File: src/bsd_map.svh
// register map, field positions and reset values of the battery status dio port
`ifndef BSD_MAP_SVH
`define BSD_MAP_SVH
`define BSD_DIN_OFS 12'h000
`define BSD_DOUT_OFS 12'h004
`define BSD_ID_OFS 12'h008
`define BSD_SUBID_OFS 12'h00c
`define BSD_STAT_OFS 12'h010
`define BSD_MASK_OFS 12'h014
`define BSD_PRI_LOW_BIT 0
`define BSD_PRI_BAD_BIT 1
`define BSD_SEC_LOW_BIT 2
`define BSD_SEC_BAD_BIT 3
`define BSD_FLAG_W 4
`define BSD_DOUT_RST 16'h0000
`define BSD_MASK_RST 4'h0
`endif

File: src/bsd_pkg.sv
// types of the battery status dio port
package bsd_pkg;
   typedef enum logic [1:0] {
      BSD_CELL_OK,
      BSD_CELL_LOW,
      BSD_CELL_BAD
   } bsd_cell_t;
endpackage

File: src/bsd_cell_grade.sv
// grading of one backup cell into lamp drive and flag pair
`timescale 1ns/1ps
`include "bsd_map.svh"
module bsd_cell_grade
   import bsd_pkg::*;
(
   input wire logic below_low_i,
   input wire logic below_bad_i,
   output bsd_cell_t grade_o,
   output logic low_o,
   output logic bad_o
);
   always_comb begin
      if (below_bad_i) begin
         grade_o = BSD_CELL_BAD;
      end else if (below_low_i) begin
         grade_o = BSD_CELL_LOW;
      end else begin
         grade_o = BSD_CELL_OK;
      end
      // bad implies low as well
      low_o = (grade_o != BSD_CELL_OK);
      bad_o = (grade_o == BSD_CELL_BAD);
   end
endmodule

File: src/bsd_port.sv
// battery status digital input/output port with ahb-lite register access
`timescale 1ns/1ps
`include "bsd_map.svh"
module bsd_port
   import bsd_pkg::*;
#(
   parameter int DATA_W = 16,
   parameter int FLAG_W = 4,
   parameter logic [15:0] VENDOR_CODE = 16'h1234,
   parameter logic [15:0] DEVICE_CODE = 16'h5678,
   parameter logic [15:0] SUB_VENDOR_CODE = 16'h9abc,
   parameter logic [15:0] SUB_DEVICE_CODE = 16'hdef0
)
(
   input wire logic core_clk_i,
   input wire logic rst_i,
   input wire logic hsel_i,
   input wire logic [11:0] haddr_i,
   input wire logic [1:0] htrans_i,
   input wire logic hwrite_i,
   input wire logic [2:0] hsize_i,
   input wire logic [31:0] hwdata_i,
   input wire logic hready_i,
   output logic [31:0] hrdata_o,
   output logic hreadyout_o,
   output logic hresp_o,
   input wire logic [DATA_W-1:FLAG_W] ext_in_i,
   input wire logic primary_below_low_i,
   input wire logic primary_below_bad_i,
   input wire logic secondary_below_low_i,
   input wire logic secondary_below_bad_i,
   output logic [DATA_W-1:0] dout_o,
   output logic primary_low_lamp_o,
   output logic primary_bad_lamp_o,
   output logic secondary_low_lamp_o,
   output logic secondary_bad_lamp_o,
   output logic irq_o
);
   // identity values above are arbitrary

   initial begin
      if (DATA_W != 16 || FLAG_W != `BSD_FLAG_W) begin
         $error("bsd_port: only a 16-bit port with 4 flag bits is supported");
      end
   end

   ////////////////////////////////////////////////////////////////////////////
   // cell grading

   logic pri_low, pri_bad, sec_low, sec_bad;
   bsd_cell_t pri_grade, sec_grade;

   bsd_cell_grade u_pri (
      .below_low_i(primary_below_low_i),
      .below_bad_i(primary_below_bad_i),
      .grade_o(pri_grade),
      .low_o(pri_low),
      .bad_o(pri_bad)
   );

   bsd_cell_grade u_sec (
      .below_low_i(secondary_below_low_i),
      .below_bad_i(secondary_below_bad_i),
      .grade_o(sec_grade),
      .low_o(sec_low),
      .bad_o(sec_bad)
   );

   logic [FLAG_W-1:0] flags;
   always_comb begin
      flags = '0;
      flags[`BSD_PRI_LOW_BIT] = pri_low;
      flags[`BSD_PRI_BAD_BIT] = pri_bad;
      flags[`BSD_SEC_LOW_BIT] = sec_low;
      flags[`BSD_SEC_BAD_BIT] = sec_bad;
   end

   ////////////////////////////////////////////////////////////////////////////
   // state

   logic [FLAG_W-1:0] lamp_ff, nxt_lamp;
   logic [DATA_W-1:0] din_ff, nxt_din;
   logic [DATA_W-1:0] dout_ff, nxt_dout;
   logic [FLAG_W-1:0] stat_ff, nxt_stat;
   logic [FLAG_W-1:0] mask_ff, nxt_mask;
   logic [FLAG_W-1:0] flags_ff, nxt_flags;
   logic [31:0] rdata_ff, nxt_rdata;
   logic wr_pend_ff, nxt_wr_pend;
   logic [11:0] wr_addr_ff, nxt_wr_addr;

   logic addr_ok;
   logic [31:0] rd_mux;
   logic [FLAG_W-1:0] w1c;

   always_comb begin
      addr_ok = hsel_i && hready_i && htrans_i[1];
      // lamps follow the grades; all dark when both cells are healthy
      nxt_lamp = flags;
      nxt_din = {ext_in_i, flags};
      nxt_flags = flags;
      unique case (haddr_i)
         `BSD_DIN_OFS: rd_mux = {16'h0000, din_ff};
         `BSD_DOUT_OFS: rd_mux = {16'h0000, dout_ff};
         `BSD_ID_OFS: rd_mux = {DEVICE_CODE, VENDOR_CODE};
         `BSD_SUBID_OFS: rd_mux = {SUB_DEVICE_CODE, SUB_VENDOR_CODE};
         `BSD_STAT_OFS: rd_mux = {28'h0000000, stat_ff};
         `BSD_MASK_OFS: rd_mux = {28'h0000000, mask_ff};
         default: rd_mux = 32'h00000000;
      endcase
      nxt_rdata = (addr_ok && !hwrite_i) ? rd_mux : rdata_ff;
      nxt_wr_pend = addr_ok && hwrite_i;
      nxt_wr_addr = addr_ok ? haddr_i : wr_addr_ff;
      nxt_dout = dout_ff;
      nxt_mask = mask_ff;
      w1c = '0;
      if (wr_pend_ff) begin
         if (wr_addr_ff == `BSD_DOUT_OFS) begin
            nxt_dout = hwdata_i[DATA_W-1:0];
         end
         if (wr_addr_ff == `BSD_MASK_OFS) begin
            nxt_mask = hwdata_i[FLAG_W-1:0];
         end
         if (wr_addr_ff == `BSD_STAT_OFS) begin
            w1c = hwdata_i[FLAG_W-1:0];
         end
      end
      // a rising flag in the clearing cycle wins over the clear
      nxt_stat = (stat_ff & ~w1c) | (flags & ~flags_ff);
   end

   always_ff @(posedge core_clk_i or posedge rst_i) begin
      if (rst_i) begin
         lamp_ff <= '0;
         din_ff <= '0;
         dout_ff <= `BSD_DOUT_RST;
         stat_ff <= '0;
         mask_ff <= `BSD_MASK_RST;
         flags_ff <= '0;
         rdata_ff <= 32'h00000000;
         wr_pend_ff <= 1'b0;
         wr_addr_ff <= 12'h000;
      end else begin
         lamp_ff <= nxt_lamp;
         din_ff <= nxt_din;
         dout_ff <= nxt_dout;
         stat_ff <= nxt_stat;
         mask_ff <= nxt_mask;
         flags_ff <= nxt_flags;
         rdata_ff <= nxt_rdata;
         wr_pend_ff <= nxt_wr_pend;
         wr_addr_ff <= nxt_wr_addr;
      end
   end

   ////////////////////////////////////////////////////////////////////////////
   // outputs

   assign hrdata_o = rdata_ff;
   assign hreadyout_o = 1'b1;
   assign hresp_o = 1'b0;
   assign dout_o = dout_ff;
   assign primary_low_lamp_o = lamp_ff[`BSD_PRI_LOW_BIT];
   assign primary_bad_lamp_o = lamp_ff[`BSD_PRI_BAD_BIT];
   assign secondary_low_lamp_o = lamp_ff[`BSD_SEC_LOW_BIT];
   assign secondary_bad_lamp_o = lamp_ff[`BSD_SEC_BAD_BIT];
   assign irq_o = |(stat_ff & mask_ff);

   ////////////////////////////////////////////////////////////////////////////
   // checks

   // a write data phase to one offset is under way
   function automatic logic wr_hit(input logic [11:0] ofs);
      return wr_pend_ff && (wr_addr_ff == ofs);
   endfunction

   a_pri_grade_legal: assert property (@(posedge core_clk_i) disable iff (rst_i)
      pri_grade inside {BSD_CELL_OK, BSD_CELL_LOW, BSD_CELL_BAD})
      else $error("primary grade illegal");

   a_sec_grade_legal: assert property (@(posedge core_clk_i) disable iff (rst_i)
      sec_grade inside {BSD_CELL_OK, BSD_CELL_LOW, BSD_CELL_BAD})
      else $error("secondary grade illegal");

   a_pri_low_clear: assert property (@(posedge core_clk_i) disable iff (rst_i)
      !primary_below_low_i && !primary_below_bad_i |=> !primary_low_lamp_o && !din_ff[0])
      else $error("primary low lamp lit without cause");

   a_pri_bad_clear: assert property (@(posedge core_clk_i) disable iff (rst_i)
      !primary_below_bad_i |=> !primary_bad_lamp_o && !din_ff[1])
      else $error("primary bad lamp lit without cause");

   a_sec_low_clear: assert property (@(posedge core_clk_i) disable iff (rst_i)
      !secondary_below_low_i && !secondary_below_bad_i |=> !secondary_low_lamp_o && !din_ff[2])
      else $error("secondary low lamp lit without cause");

   a_sec_bad_clear: assert property (@(posedge core_clk_i) disable iff (rst_i)
      !secondary_below_bad_i |=> !secondary_bad_lamp_o && !din_ff[3])
      else $error("secondary bad lamp lit without cause");

   a_pri_bad_low: assert property (@(posedge core_clk_i) disable iff (rst_i)
      primary_bad_lamp_o |-> primary_low_lamp_o)
      else $error("primary bad lamp without low lamp");

   a_sec_bad_low: assert property (@(posedge core_clk_i) disable iff (rst_i)
      secondary_bad_lamp_o |-> secondary_low_lamp_o)
      else $error("secondary bad lamp without low lamp");

   a_lamp_flag_match: assert property (@(posedge core_clk_i) disable iff (rst_i)
      din_ff[3:0] == {secondary_bad_lamp_o, secondary_low_lamp_o, primary_bad_lamp_o,
      primary_low_lamp_o})
      else $error("lamps and flag bits disagree");

   a_ready_high: assert property (@(posedge core_clk_i) disable iff (rst_i)
      hreadyout_o)
      else $error("wait state inserted");

   a_resp_okay: assert property (@(posedge core_clk_i) disable iff (rst_i)
      !hresp_o)
      else $error("error response given");

   a_din_read: assert property (@(posedge core_clk_i) disable iff (rst_i)
      addr_ok && !hwrite_i && haddr_i == `BSD_DIN_OFS |=> hrdata_o == {16'h0000, $past(din_ff)})
      else $error("input word read wrong");

   a_dout_read: assert property (@(posedge core_clk_i) disable iff (rst_i)
      addr_ok && !hwrite_i && haddr_i == `BSD_DOUT_OFS |=> hrdata_o == {16'h0000, $past(dout_ff)})
      else $error("output word read wrong");

   a_subid_read: assert property (@(posedge core_clk_i) disable iff (rst_i)
      addr_ok && !hwrite_i && haddr_i == `BSD_SUBID_OFS
      |=> hrdata_o == {SUB_DEVICE_CODE, SUB_VENDOR_CODE})
      else $error("subsystem identity read wrong");

   a_unmapped_zero: assert property (@(posedge core_clk_i) disable iff (rst_i)
      addr_ok && !hwrite_i && !(haddr_i inside {`BSD_DIN_OFS, `BSD_DOUT_OFS, `BSD_ID_OFS,
      `BSD_SUBID_OFS, `BSD_STAT_OFS, `BSD_MASK_OFS}) |=> hrdata_o == 32'h00000000)
      else $error("unmapped read not zero");

   a_rdata_hold: assert property (@(posedge core_clk_i) disable iff (rst_i)
      !(addr_ok && !hwrite_i) |=> $stable(hrdata_o))
      else $error("read data changed without a read");

   a_wr_capture: assert property (@(posedge core_clk_i) disable iff (rst_i)
      addr_ok && hwrite_i |=> wr_pend_ff && wr_addr_ff == $past(haddr_i))
      else $error("write address phase missed");

   a_no_wr_idle: assert property (@(posedge core_clk_i) disable iff (rst_i)
      !(addr_ok && hwrite_i) |=> !wr_pend_ff)
      else $error("write data phase without address phase");

   a_mask_write: assert property (@(posedge core_clk_i) disable iff (rst_i)
      wr_hit(`BSD_MASK_OFS) |=> mask_ff == $past(hwdata_i[3:0]))
      else $error("mask write missed");

   a_mask_hold: assert property (@(posedge core_clk_i) disable iff (rst_i)
      !wr_hit(`BSD_MASK_OFS) |=> $stable(mask_ff))
      else $error("mask changed without a write");

   a_stat_set: assert property (@(posedge core_clk_i) disable iff (rst_i)
      (flags & ~flags_ff) != 4'h0
      |=> (stat_ff & $past(flags & ~flags_ff)) == $past(flags & ~flags_ff))
      else $error("status bit not set on rising flag");

   a_stat_clear: assert property (@(posedge core_clk_i) disable iff (rst_i)
      wr_hit(`BSD_STAT_OFS) |=> (stat_ff & $past(hwdata_i[3:0] & ~(flags & ~flags_ff))) == 4'h0)
      else $error("status bit not cleared by write");

   a_stat_hold: assert property (@(posedge core_clk_i) disable iff (rst_i)
      !wr_hit(`BSD_STAT_OFS) && (flags & ~flags_ff) == 4'h0 |=> $stable(stat_ff))
      else $error("status changed without cause");

   a_pri_low_lamp: assert property (@(posedge core_clk_i) disable iff (rst_i)
      primary_below_low_i |=> primary_low_lamp_o && din_ff[`BSD_PRI_LOW_BIT])
      else $error("primary low lamp not lit");
   a_pri_bad_both: assert property (@(posedge core_clk_i) disable iff (rst_i)
      primary_below_bad_i |=> primary_low_lamp_o && primary_bad_lamp_o && din_ff[1:0] == 2'h3)
      else $error("primary bad lamps or flags wrong");
   a_sec_low_lamp: assert property (@(posedge core_clk_i) disable iff (rst_i)
      secondary_below_low_i |=> secondary_low_lamp_o && din_ff[`BSD_SEC_LOW_BIT])
      else $error("secondary low lamp not lit");
   a_sec_bad_both: assert property (@(posedge core_clk_i) disable iff (rst_i)
      secondary_below_bad_i |=> secondary_low_lamp_o && secondary_bad_lamp_o
      && din_ff[3:2] == 2'h3)
      else $error("secondary bad lamps or flags wrong");
   a_healthy_dark: assert property (@(posedge core_clk_i) disable iff (rst_i)
      !(primary_below_low_i || primary_below_bad_i || secondary_below_low_i
      || secondary_below_bad_i) |=> din_ff[3:0] == 4'h0 && !primary_low_lamp_o
      && !primary_bad_lamp_o && !secondary_low_lamp_o && !secondary_bad_lamp_o)
      else $error("lamps or flags set with healthy cells");
   a_ext_mirror: assert property (@(posedge core_clk_i) disable iff (rst_i)
      1'b1 |=> din_ff[DATA_W-1:FLAG_W] == $past(ext_in_i))
      else $error("external input bits not mirrored");
   a_dout_hold: assert property (@(posedge core_clk_i) disable iff (rst_i)
      !(wr_pend_ff && wr_addr_ff == `BSD_DOUT_OFS) |=> $stable(dout_o))
      else $error("output port changed without a write");
   a_dout_write: assert property (@(posedge core_clk_i) disable iff (rst_i)
      wr_pend_ff && wr_addr_ff == `BSD_DOUT_OFS |=> dout_o == $past(hwdata_i[15:0]))
      else $error("output port missed a write");
   a_id_read: assert property (@(posedge core_clk_i) disable iff (rst_i)
      addr_ok && !hwrite_i && haddr_i == `BSD_ID_OFS
      |=> hrdata_o == {DEVICE_CODE, VENDOR_CODE})
      else $error("identity read wrong");
endmodule

File: config.mk
export PLATFORM = sky130hd
export DESIGN_NAME = bsd_port
export DESIGN_NICKNAME = d
export VERILOG_FILES = /design/src/bsd_pkg.sv /design/src/bsd_cell_grade.sv /design/src/bsd_port.sv
export VERILOG_INCLUDE_DIRS = /design/src /design/src/src
export SDC_FILE = /design/constraint.sdc
export NUM_CORES = 1
export LEC_CHECK = 0
export BUFFER_PORTS_ARGS = -buffer_cell sky130_fd_sc_hd__buf_2
export CAP_MARGIN = 20
export CORE_MARGIN = 4
export CORE_UTILIZATION = 35
export CTS_BUF_LIST = sky130_fd_sc_hd__clkbuf_8
export DETAILED_ROUTE_END_ITERATION = 7
export MAX_ROUTING_LAYER = met4
export PLACE_DENSITY_LB_ADDON = 0.1
export SYNTH_ARGS = -nofsm -noshare
export SYNTH_HDL_FRONTEND = slang
export SYNTH_SLANG_ARGS = --single-unit
File: constraint.sdc
create_clock -name core_clk_i -period 6 [get_ports core_clk_i]
set_input_delay 0 -clock core_clk_i [delete_from_list [all_inputs] [get_ports core_clk_i]]
set_output_delay 0 -clock core_clk_i [all_outputs]
set_load 0.01 [all_outputs]
==> After elaboration in Yosys (flattened, before gate mapping) <==
Index checks and enable logic that the tools add are counted.
{ "totals": {"register_bits": 89, "latch_bits": 0, "ram_bits": 0, "rom_bits": 0, "input_bits": 70, "out_inout_bits": 55, "memories": 0} }
{ "op_classes": {"add_sub_neg": 0, "multipliers": 0, "div_mod_pow": 0, "order_cmp": 0, "eq_ne": 10, "shifts": 0, "n_mux": 7, "bitwise_logic": 6, "reduce_logical": 11} }
{ "ops": {"columns": ["op", "n"], "rows": [
  ["$pmux W32 S6", 1],
  ["$eq A12 B5 Y1 const B", 4],
  ["$eq A12 B3 Y1 const B", 2],
  ["$eq A12 B4 Y1 const B", 2],
  ["$and A4 B4 Y4", 3],
  ["$logic_not A12 Y1", 1],
  ["$mux W4", 2],
  ["$not A4 Y4", 2],
  ["$eq A2 B2 Y1 const B", 2],
  ["$logic_and A1 B1 Y1", 4],
  ["$mux W2", 2],
  ["$or A4 B4 Y4", 1],
  ["$reduce_and A2 Y1", 2],
  ["$reduce_bool A2 Y1", 2],
  ["$reduce_or A4 Y1", 1],
  ["$mux W1", 2],
  ["$logic_not A1 Y1", 1]
]} }

==> Depth between registers and ports, before layout <==
Gate-level depths: netlist of run 1.
{ "depth": {"word_depth": 6, "depth_mapped": 5, "mapped_depth_nobuf": 3} }

==> Cells and area by module <==
A second synthesis of run 1 with hierarchy kept.
{ "hier_totals": {"cells_unflattened": 247, "area_unflattened_um2": 3084.2} }
{ "modules_own_cells": {"columns": ["mod", "n_inst", "cells_each", "area_each_um2", "seq_area_each_um2"], "rows": [
  ["bsd_port", 1, 239, 3036.7, 1801.7],
  ["bsd_cell_grade", 2, 4, 23.8, 0.0]
]} }

==> Worst setup path before layout of run 1 <==
OpenSTA, ideal clock, no wires.
{ "synth_timing": {"path_kind": "flip-flop to flip-flop", "start": "reg wr_addr_ff[8]", "end": "reg dout_ff[0], in the netlist dout_o[0]", "setup_ps": 125, "arrival_time_ps": 1887, "t_required_ps": 5875, "path_slack_ps": 3988, "path_stages_with_launch": 5, "period_less_slack_ps": 2012, "path_cell_list": "dfrtp_1 -> or4b_4 -> nor4_4 -> buf_6 -> mux2_4"} }
{ "synth_via": {"elab_chain_cells": 2} }
{ "synth_rtl": {"columns": ["element", "line", "rtl"], "rows": [
  ["start: declaration", "bsd_port.sv:89", "logic [11:0] wr_addr_ff, nxt_wr_addr;"],
  ["start signal: assignment", "bsd_port.sv:151", "wr_addr_ff <= nxt_wr_addr;"],
  ["$eq A12 B3 Y1 (no line)", null, null],
  ["$reduce_and A2 Y1 (no line)", null, null],
  ["end signal: assignment", "bsd_port.sv:135", "dout_ff <= `BSD_DOUT_RST;"],
  ["end signal: assignment", "bsd_port.sv:145", "dout_ff <= nxt_dout;"],
  ["end: declaration", "bsd_port.sv:83", "logic [DATA_W-1:0] dout_ff, nxt_dout;"]
]} }
No other way between the ends.
A chain may end at the register's enable or synchronous reset.

==> Final worst setup path of run 1 <==
{ "layout_timing": {"start": "reg wr_addr_ff[8]", "end": "reg dout_ff[10], in the netlist dout_o[10]"} }
The elaborated chain is that of the path after synthesis.

==> flow_summary.json, run 1 <==
{
  "cts_max_path_buffers": 2,
  "die_area_um2": 10530,
  "cts_sinks": 72,
  "cp-start-kind": "flop",
  "ant_nets": 0,
  "post_cts_resize_count": 0,
  "finalCriticalPeriod_ns": 2.272,
  "grt-ovfl-total": 0,
  "synth-seq-area-share": 0.5753,
  "run_status": "complete, no violations",
  "cts.clk_slew.worst_paths_ns": 0.08,
  "grt_use_total": 0.1532,
  "synth-main-ff-cell": "dfrtp_1",
  "num-fill-cells": 827,
  "clk_latency_ns": 0.34,
  "h-tree-depth": 3,
  "async_reset_ff_frac": 1.000,
  "synth.avg_cell_area_um2": 12.78,
  "coreArea_um2": 8721,
  "holdPathEnd": "wr_addr_ff[4]",
  "diodes": 0,
  "total_power_mw": 1.049,
  "synth_edf_count": 0,
  "drive_gt1_frac": 0.4199,
  "netlist_area_um2": 3132,
  "cp_max_fo": 13,
  "fin_skew_ns": 0.01204,
  "r2r-end": "dout_o[10]",
  "vias_per_cell": 4.730,
  "cap_violations": 0,
  "critPathLaunch": "wr_addr_ff[8]",
  "drt_iter0_drc": 77,
  "setup-tns-final_ns": 0,
  "dr.pass1.iters": 4,
  "yosys_warnings": 0,
  "arrival_ns": 2.50,
  "peakVddDrop_v": 0.0001150,
  "critPathKind": "reg2reg",
  "initial_core_util": 0.3591,
  "worst_slew_pin_slew_ns": 0.9278,
  "hold_viol": 0,
  "min_path_cells": 2,
  "grt_pass1_vias": 2426,
  "drt-total-wl_mm": 7.348,
  "port_buffers": 97,
  "setup_violations": 0,
  "synth-seq-cells": 72,
  "clock.fmax_ghz": 0.4401,
  "fin_hold_ws_ns": 0.07269,
  "antenna_found_initial": 0,
  "hold_buffers": 43,
  "rows": 34,
  "finish.utilization": 0.4902,
  "grt_pass1_wl_mm": 11.99,
  "cp.required_ns": 6.23,
  "route.detailed.drc": 0,
  "cp-end-kind": "flop",
  "dieWidth_um": 102.6,
  "synthCells": 245,
  "min_path_type": "in2reg",
  "r2r-start": "wr_addr_ff[8]",
  "fin_crit_sh": 0.3787,
  "power.leakage_nw": 2.121,
  "wl_per_cell_um": 15.03,
  "place_congestion": 0.7304,
  "hpwl_mm": 4.833,
  "detailroute.via_count": 2313,
  "io_pins": 125,
  "slew_viol_final": 0,
  "cts_tree": "done",
  "r2r_slack_ns": 3.73,
  "power_density_nw_per_um2": 245.4,
  "numCtsBuffers": 9,
  "r2r_cells": 4,
  "die_h_um": 102.6,
  "yosysUniqueCellTypes": 36,
  "post_cts_buffers": 0,
  "hold_start": "haddr_i[4]",
  "grt_start_max_net_pins": 73,
  "fin_nets": 446,
  "max-slew-margin-rel": 0.3814,
  "rsz0062_at_grt": "no",
  "area_growth_syn_to_layout_pct": 36.52,
  "cts-root-buf": "clkbuf_8"
}
worst max-delay path, cell delays in order (launching register included):
cell     delay, ns
dfrtp_1       0.38
or4b_4        0.58
nor4_4        0.47
buf_4         0.34
mux2_2        0.36
Yosys cell counts (all sizes together), types with 3 or more instances:
library cell	instances	share of area
mux2i	6	0.019
a22oi	4	0.0096
or2	3	0.0060
o31ai	8	0.019
a211oi	4	0.0096
a221o	4	0.013
buf	17	0.041
inv	9	0.011
clkbuf	11	0.013
nand4b	3	0.0084
dfrtp	72	0.58
nor4	4	0.015
mux2	33	0.13
nand2	22	0.026
o22ai	3	0.0060
or4b	3	0.011
o21ai	11	0.018
nor2b	13	0.026
report_power, final:
| part | internal (mW) | switching [mW] |
|---|---|---|
| clock | 0.235 | 0.189 |
| sequential | 0.507 | 0.0138 |
| combinational | 0.0584 | 0.0459 |
layer usage:
layer | vias up | part of all wire | global-route usage
li1 | 1105 | - | -
met1 | 1126 | 0.45 | 0.1954
met2 | 70 | 0.48 | 0.2443
met3 | 12 | 0.060 | 0.02909
met4 | 0 | 0.015 | 0.05449
met5 | - | 0 | -
cells by family (layout without fill, tap and decap cells):
family | Yosys count | count (layout) | synth area share
flops | 72 | 72 | 0.5753
simple gates | 57 | 57 | 0.1135
mux | 41 | 41 | 0.1642
buf+inv | 37 | 168 | 0.06472
compound gates | 36 | 36 | 0.07991
other cells | 2 | 7 | 0.002398
placed cells by master (no fill, tap or decap), drive strengths merged, types with 4 or more instances in the layout:
| cell type | count |
|---|---|
| o21ai | 11 |
| nand2 | 22 |
| a211oi | 4 |
| nor4 | 4 |
| buf | 100 |
| nor2b | 13 |
| a22oi | 4 |
| inv | 11 |
| o31ai | 8 |
| mux2 | 33 |
| conb | 7 |
| dlygate4sd3 | 43 |
| mux2i | 6 |
| clkbuf | 9 |
| a221o | 4 |
| dfrtp | 72 |
worst max-delay path by stage:
stage | slack (ns) | to
6_report | 3.73 | dout_o[10]
5_1_grt | 3.58 | dout_o[14]
4_1_cts | 3.69 | dout_o[10]
3_5_place_dp | 3.71 | dout_o[12]
3_3_place_gp | 3.70 | dout_o[12]
2_1_floorplan | 3.99 | dout_o[0]
flip-flops by register name (all words and copies together), names as in the netlist:
name / count
din_ff: 13
dout_o: 16
flags_ff: 3
hrdata_o: 19
mask_ff: 4
stat_ff: 4
wr_addr_ff: 12
wr_pend_ff: 1
per-stage QoR:
stage / area, µm² / instances / worst slack [ns]
floorplan: 3151 / 250 / 3.988
global placement: 3625 / 430 / 3.700
detailed placement: 3625 / 430 / 3.708
CTS: 4275 / 489 / 3.689
global route: 4275 / 489 / 3.583
finish: 4275 / 489 / 3.728
layout make-up:
| cell class | instances | area, µm² | share of cell area |
|---|---|---|---|
| Clock buffer | 9 | 123.9 | 0.02897 |
| Clock inverter | 7 | 96.34 | 0.02253 |
| Inverter | 9 | 33.78 | 0.007902 |
| Multi-Input combinational cell | 141 | 1146 | 0.2681 |
| Sequential cell | 72 | 1802 | 0.4214 |
| Tap cell | 108 | 135.1 | 0.03161 |
| Timing Repair Buffer | 143 | 938.4 | 0.2195 |
Power figures use the tool's default switching activity.
==> run 2, diff against run 1 <==
==> constraint.sdc (replaced) <==
create_clock -name core_clk_i -period 1.8 [get_ports core_clk_i]
set_input_delay 0 -clock core_clk_i [delete_from_list [all_inputs] [get_ports core_clk_i]]
set_output_delay 0 -clock core_clk_i [all_outputs]
set_load 0.01 [all_outputs]
==> run 2 against run 1 <==
The flow now finishes with violations (negative setup slack). Die area unchanged. Routed wire length up 4.5%. Utilization up 1.1 points. Sequential power rose to 3.3 times the previous value. Clock skew down 0.0072 ns. Non-clock buffer count up 6. Total power rose to 3.3 times the previous value. Clock power rose to 3.2 times the previous value. Highest routed layer unchanged.
==> flow_summary.json, run 2 (same netlist as run 1, synthesis figures left out) <==
{
  "cp-start-kind": "flop",
  "finalCriticalPeriod_ns": 1.945,
  "wl_per_cell_um": 15.51,
  "io_pins": 125,
  "grt-ovfl-total": 0,
  "power_density_nw_per_um2": 795.6,
  "initial_core_util": 0.3591,
  "largest_reg_flops": 19,
  "mostFrequentLayoutCells": "buf_2, dfrtp_1, dlygate4sd3_1, nand2_1, mux2_2",
  "route.detailed.drc": 0,
  "run_status": "finished with violations",
  "cts_max_path_buffers": 2,
  "diodes": 0,
  "dieWidth_um": 102.6,
  "fin_crit_sh": 1.081,
  "drt-total-wl_mm": 7.679,
  "hold_viol": 0,
  "rsz0062_at_grt": "yes",
  "place_ws_ns": -0.1527,
  "area_growth_syn_to_layout_pct": 39.55,
  "grt_pass1_vias": 2368,
  "peakVddDrop_v": 0.0003904,
  "cap_violations": 0,
  "slew_viol_final": 0,
  "cp.required_ns": 2.03,
  "final_common_cell": "buf_2",
  "clock.fmax_ghz": 0.5141,
  "max-slew-margin-rel": 0.5737,
  "rows": 34,
  "grt_use_total": 0.1584,
  "worst_slew_pin_slew_ns": 0.6377,
  "drive_gt1_frac": 0.4289,
  "cp_max_fo": 16,
  "place_congestion": 0.7201,
  "hpwl_mm": 5.145,
  "vias_per_cell": 4.701,
  "arrival_ns": 2.17,
  "h-tree-depth": 3,
  "fin_skew_ns": 0.004880,
  "drt_iter0_drc": 48,
  "min_path_type": "in2reg",
  "ant_nets": 0,
  "cp-end-kind": "flop",
  "setup_violations": 24,
  "die_h_um": 102.6,
  "port_buffers": 97,
  "dr.pass1.iters": 4,
  "fin_nets": 452,
  "coreArea_um2": 8721,
  "clk_latency_ns": 0.34,
  "grt_pass1_wl_mm": 12.21,
  "critPathKind": "reg2reg",
  "cts_tree": "done",
  "cts-root-buf": "clkbuf_8",
  "die_area_um2": 10530,
  "total_power_mw": 3.477,
  "power.leakage_nw": 2.173,
  "setup_ws_ns": -0.1451,
  "cts.clk_slew.worst_paths_ns": 0.07,
  "numCtsBuffers": 9,
  "grt_start_max_net_pins": 73,
  "violations": "negative setup slack",
  "cts_sinks": 72,
  "antenna_found_initial": 0,
  "detailroute.via_count": 2327
}
[run 2: through the flow]
stage	utilization	hold WS (ns)	setup TNS (ns)	cell area (µm²)	std cells
floorplan	-	0.03143	-2.691	3158	250
global placement	0.4245	0.1080	-2.128	3702	436
detailed placement	0.4245	0.1097	-2.885	3702	436
CTS	0.4997	0.03723	-2.938	4358	495
global route	0.5011	0.06165	-3.805	4370	495
finish	0.5011	0.05130	-2.750	4370	495
[run 2: layout make-up]
class / instances / area, µm²
clock buffer: 13 / 178.9
clock inverter: 3 / 38.79
sequential: 72 / 1802
multi-input combinational: 141 / 1170
tap: 108 / 135.1
fill: 792 / 4350
timing repair buffer: 149 / 1008
inverter: 9 / 37.54
[run 2: final timing paths]
| check | from | cells past startpoint | slack, ns | to |
|---|---|---|---|---|
| worst max-delay path | wr_addr_ff[0] | 4 | -0.15 | dout_o[15] |
| min in group asynchronous | rst_i | 4 | 0.28 | din_ff[3] |
| worst min-delay path | haddr_i[2] | 3 | 0.05 | hrdata_o[27] |
| worst min register to register | hrdata_o[3] | 2 | 0.48 | hrdata_o[3] |
| max in group asynchronous | rst_i | 4 | 1.18 | wr_addr_ff[9] |
| worst max register to register | wr_addr_ff[0] | 4 | -0.15 | dout_o[15] |
[run 2: repair_timing]
item                                   in CTS  in global routing
setup buffers                               0                  0
hold buffers                               43                  0
endpoints found under the hold margin     122                  0
gates resized for setup                     2                  2
setup endpoints to repair                  24                 24
[run 2: critical path: stages, from the launching register on]
cell and delay, ns:
dfrtp_1 0.38, or4_4 0.57, nor4_4 0.31, buf_12 0.22, mux2_2 0.34
[run 2: power by group]
part	switching, mW	total, mW	internal [mW]
Clock	0.575	1.36	0.785
Sequential	0.0469	1.74	1.69
Combinational	0.164	0.380	0.216
Total	0.786	3.48	2.69
[run 2: per-layer routing]
metal	track usage	part of all wire
met5	-	0
met4	0.03935	0.0089
met3	0.04127	0.053
met2	0.2488	0.49
met1	0.2056	0.44
==> run 3, diff against run 2 <==
--- a/config.mk
+++ b/config.mk
@@ -9,7 +9,7 @@
 export BUFFER_PORTS_ARGS = -buffer_cell sky130_fd_sc_hd__buf_2
 export CAP_MARGIN = 20
 export CORE_MARGIN = 4
-export CORE_UTILIZATION = 35
+export CORE_UTILIZATION = 45
 export CTS_BUF_LIST = sky130_fd_sc_hd__clkbuf_8
 export DETAILED_ROUTE_END_ITERATION = 7
 export MAX_ROUTING_LAYER = met4
==> run 3 against run 2 <==
The flow still finishes with violations (negative setup slack). Global-route usage up 2.9 points. Cell count down 1.8%. Flip-flop and latch count unchanged. Utilization up 15 points. Combinational power up 1%. Final area up 0.89%. Setup slack worse by 0.0019 ns. Via count up 1.4%. Critical endpoint is now stat_ff[0].
==> flow_summary.json, run 3 (same netlist as run 1, synthesis figures left out) <==
{
  "hold_start": "haddr_i[4]",
  "power.leakage_nw": 2.196,
  "clock.fmax_ghz": 0.5136,
  "cp.required_ns": 2.03,
  "numCtsBuffers": 9,
  "grt-ovfl-total": 0,
  "power_density_nw_per_um2": 842.3,
  "grt_use_total": 0.1874,
  "peakVddDrop_v": 0.0005963,
  "vias_per_cell": 4.854,
  "io_pins": 125,
  "fin_nets": 455,
  "seq_power_share": 0.467,
  "wl_per_cell_um": 15.04,
  "crit_path_frequent_cell": "or4_4",
  "r2r_slack_ns": -0.15,
  "clkPwrFrac": 0.430,
  "switching_share": 0.2172,
  "h-tree-depth": 3,
  "dr.pass1.iters": 4,
  "place_congestion": 0.7832,
  "cap_violations": 0,
  "rows": 30,
  "r2r_cells": 3,
  "final_common_cell": "buf_2",
  "arrival_ns": 2.18,
  "grt_pass1_wl_mm": 11.94,
  "grt_pass1_vias": 2402,
  "cp_top_family": "simple AND/OR/NAND/NOR gates",
  "coreArea_um2": 6794,
  "run_status": "finished with violations",
  "ant_nets": 0,
  "worst-path-buf-inv": 0,
  "area_growth_syn_to_layout_pct": 40.79,
  "dieWidth_um": 91.43,
  "die_area_um2": 8359,
  "finalCriticalPeriod_ns": 1.947,
  "path_cells": "or4_4 > or4_4 > a221o_1",
  "rsz0062_at_grt": "yes",
  "r2r-start": "wr_addr_ff[0]",
  "clk_latency_ns": 0.34,
  "fin_area_um2": 4409,
  "die_h_um": 91.43,
  "hold_viol": 0,
  "max-slew-margin-rel": 0.5842,
  "cts_max_path_buffers": 2,
  "min_path_cells": 2,
  "internal_power_mw": 2.907,
  "max_stage_delay_ns": 0.57,
  "violations": "negative setup slack",
  "detailroute.via_count": 2359,
  "drive_gt1_frac": 0.4333,
  "port_buffers": 97,
  "holdPathEnd": "wr_addr_ff[4]",
  "diodes": 0,
  "drt_iter0_drc": 71,
  "cp-end-kind": "flop",
  "setup-tns-final_ns": -2.332,
  "placed_area_um2": 3702,
  "initial_core_util": 0.4610,
  "cts.clk_slew.worst_paths_ns": 0.08,
  "cts_tree": "done",
  "p_sw_uw": 806.5,
  "power_frac_comb": 0.103,
  "place_ws_ns": -0.1491,
  "mostFrequentLayoutCells": "buf_2, dfrtp_1, dlygate4sd3_1, nand2_1, mux2_2",
  "drt-total-wl_mm": 7.311,
  "worst_slew_pin_slew_ns": 0.6219,
  "fin_crit_sh": 1.082,
  "setup_ws_ns": -0.1470,
  "cts_sinks": 72,
  "r2r-end": "stat_ff[0]",
  "cp-start-kind": "flop",
  "fin_skew_ns": 0.01349,
  "route.detailed.drc": 0,
  "cp_num_cells": 3,
  "slew_viol_final": 0,
  "grt_start_max_net_pins": 30,
  "hpwl_mm": 5.033,
  "setup_violations": 24,
  "antenna_found_initial": 0,
  "largest_reg_flops": 19,
  "critPathKind": "reg2reg",
  "cts-root-buf": "clkbuf_8",
  "critPathSlowestCell": "or4_4",
  "min_path_type": "in2reg",
  "cp_max_fo": 4
}
==> run 3: what timing repair did <==
item	CTS	global route
hold endpoints to repair	75	0
pin swaps	0	1
setup buffers	0	1
hold buffers	43	0
gates resized for setup	4	0
endpoints found under the setup margin	24	24
==> run 3: worst max path at each step <==
| stage | end | slack [ns] | from |
|---|---|---|---|
| global placement | dout_o[13] | -0.12 | wr_addr_ff[0] |
| floorplan | dout_o[0] | -0.21 | wr_addr_ff[0] |
| detailed placement | dout_o[13] | -0.15 | wr_addr_ff[0] |
| CTS | dout_o[12] | -0.15 | wr_addr_ff[0] |
| finish | stat_ff[0] | -0.15 | wr_addr_ff[0] |
| global route | dout_o[11] | -0.21 | wr_addr_ff[0] |
==> run 3: power by group through the flow <==
| stage | registers [mW] | logic [mW] | clock network [mW] |
|---|---|---|---|
| after floorplan | 1.76 | 0.188 | 0 |
| after CTS | 1.74 | 0.380 | 1.62 |
| after global placement | 1.76 | 0.306 | 0 |
| final | 1.73 | 0.384 | 1.60 |
| after detailed placement | 1.77 | 0.308 | 0 |
| after global routing | 1.75 | 0.424 | 1.69 |
==> run 3: cell type report <==
class / instances / area, µm²
clock buffer: 11 / 151.4
inverter: 9 / 37.54
clock inverter: 5 / 102.6
multi-input combinational: 141 / 1165
tap: 96 / 120.1
timing repair buffer: 152 / 1031
sequential: 72 / 1802
fill: 543 / 2385
==> run 3: per-layer routing <==
| layer | vias to the layer above | share of wire | track usage |
|---|---|---|---|
| met2 | 80 | 0.48 | 0.2952 |
| met3 | 9 | 0.047 | 0.03065 |
| met5 | - | 0 | - |
| met4 | 0 | 0.017 | 0.07915 |
| li1 | 1122 | - | - |
| met1 | 1148 | 0.45 | 0.2404 |
==> run 3: per-stage QoR <==
stage | utilization | hold WS, ns | total power, mW | std cells
finish | 0.6490 | 0.06245 | 3.714 | 486
global route | 0.6490 | 0.07002 | 3.857 | 486
CTS | 0.6479 | 0.05106 | 3.735 | 485
detailed placement | 0.5449 | 0.09829 | 2.077 | 426
global placement | 0.5449 | 0.1003 | 2.069 | 426
floorplan | - | 0.03143 | 1.948 | 250
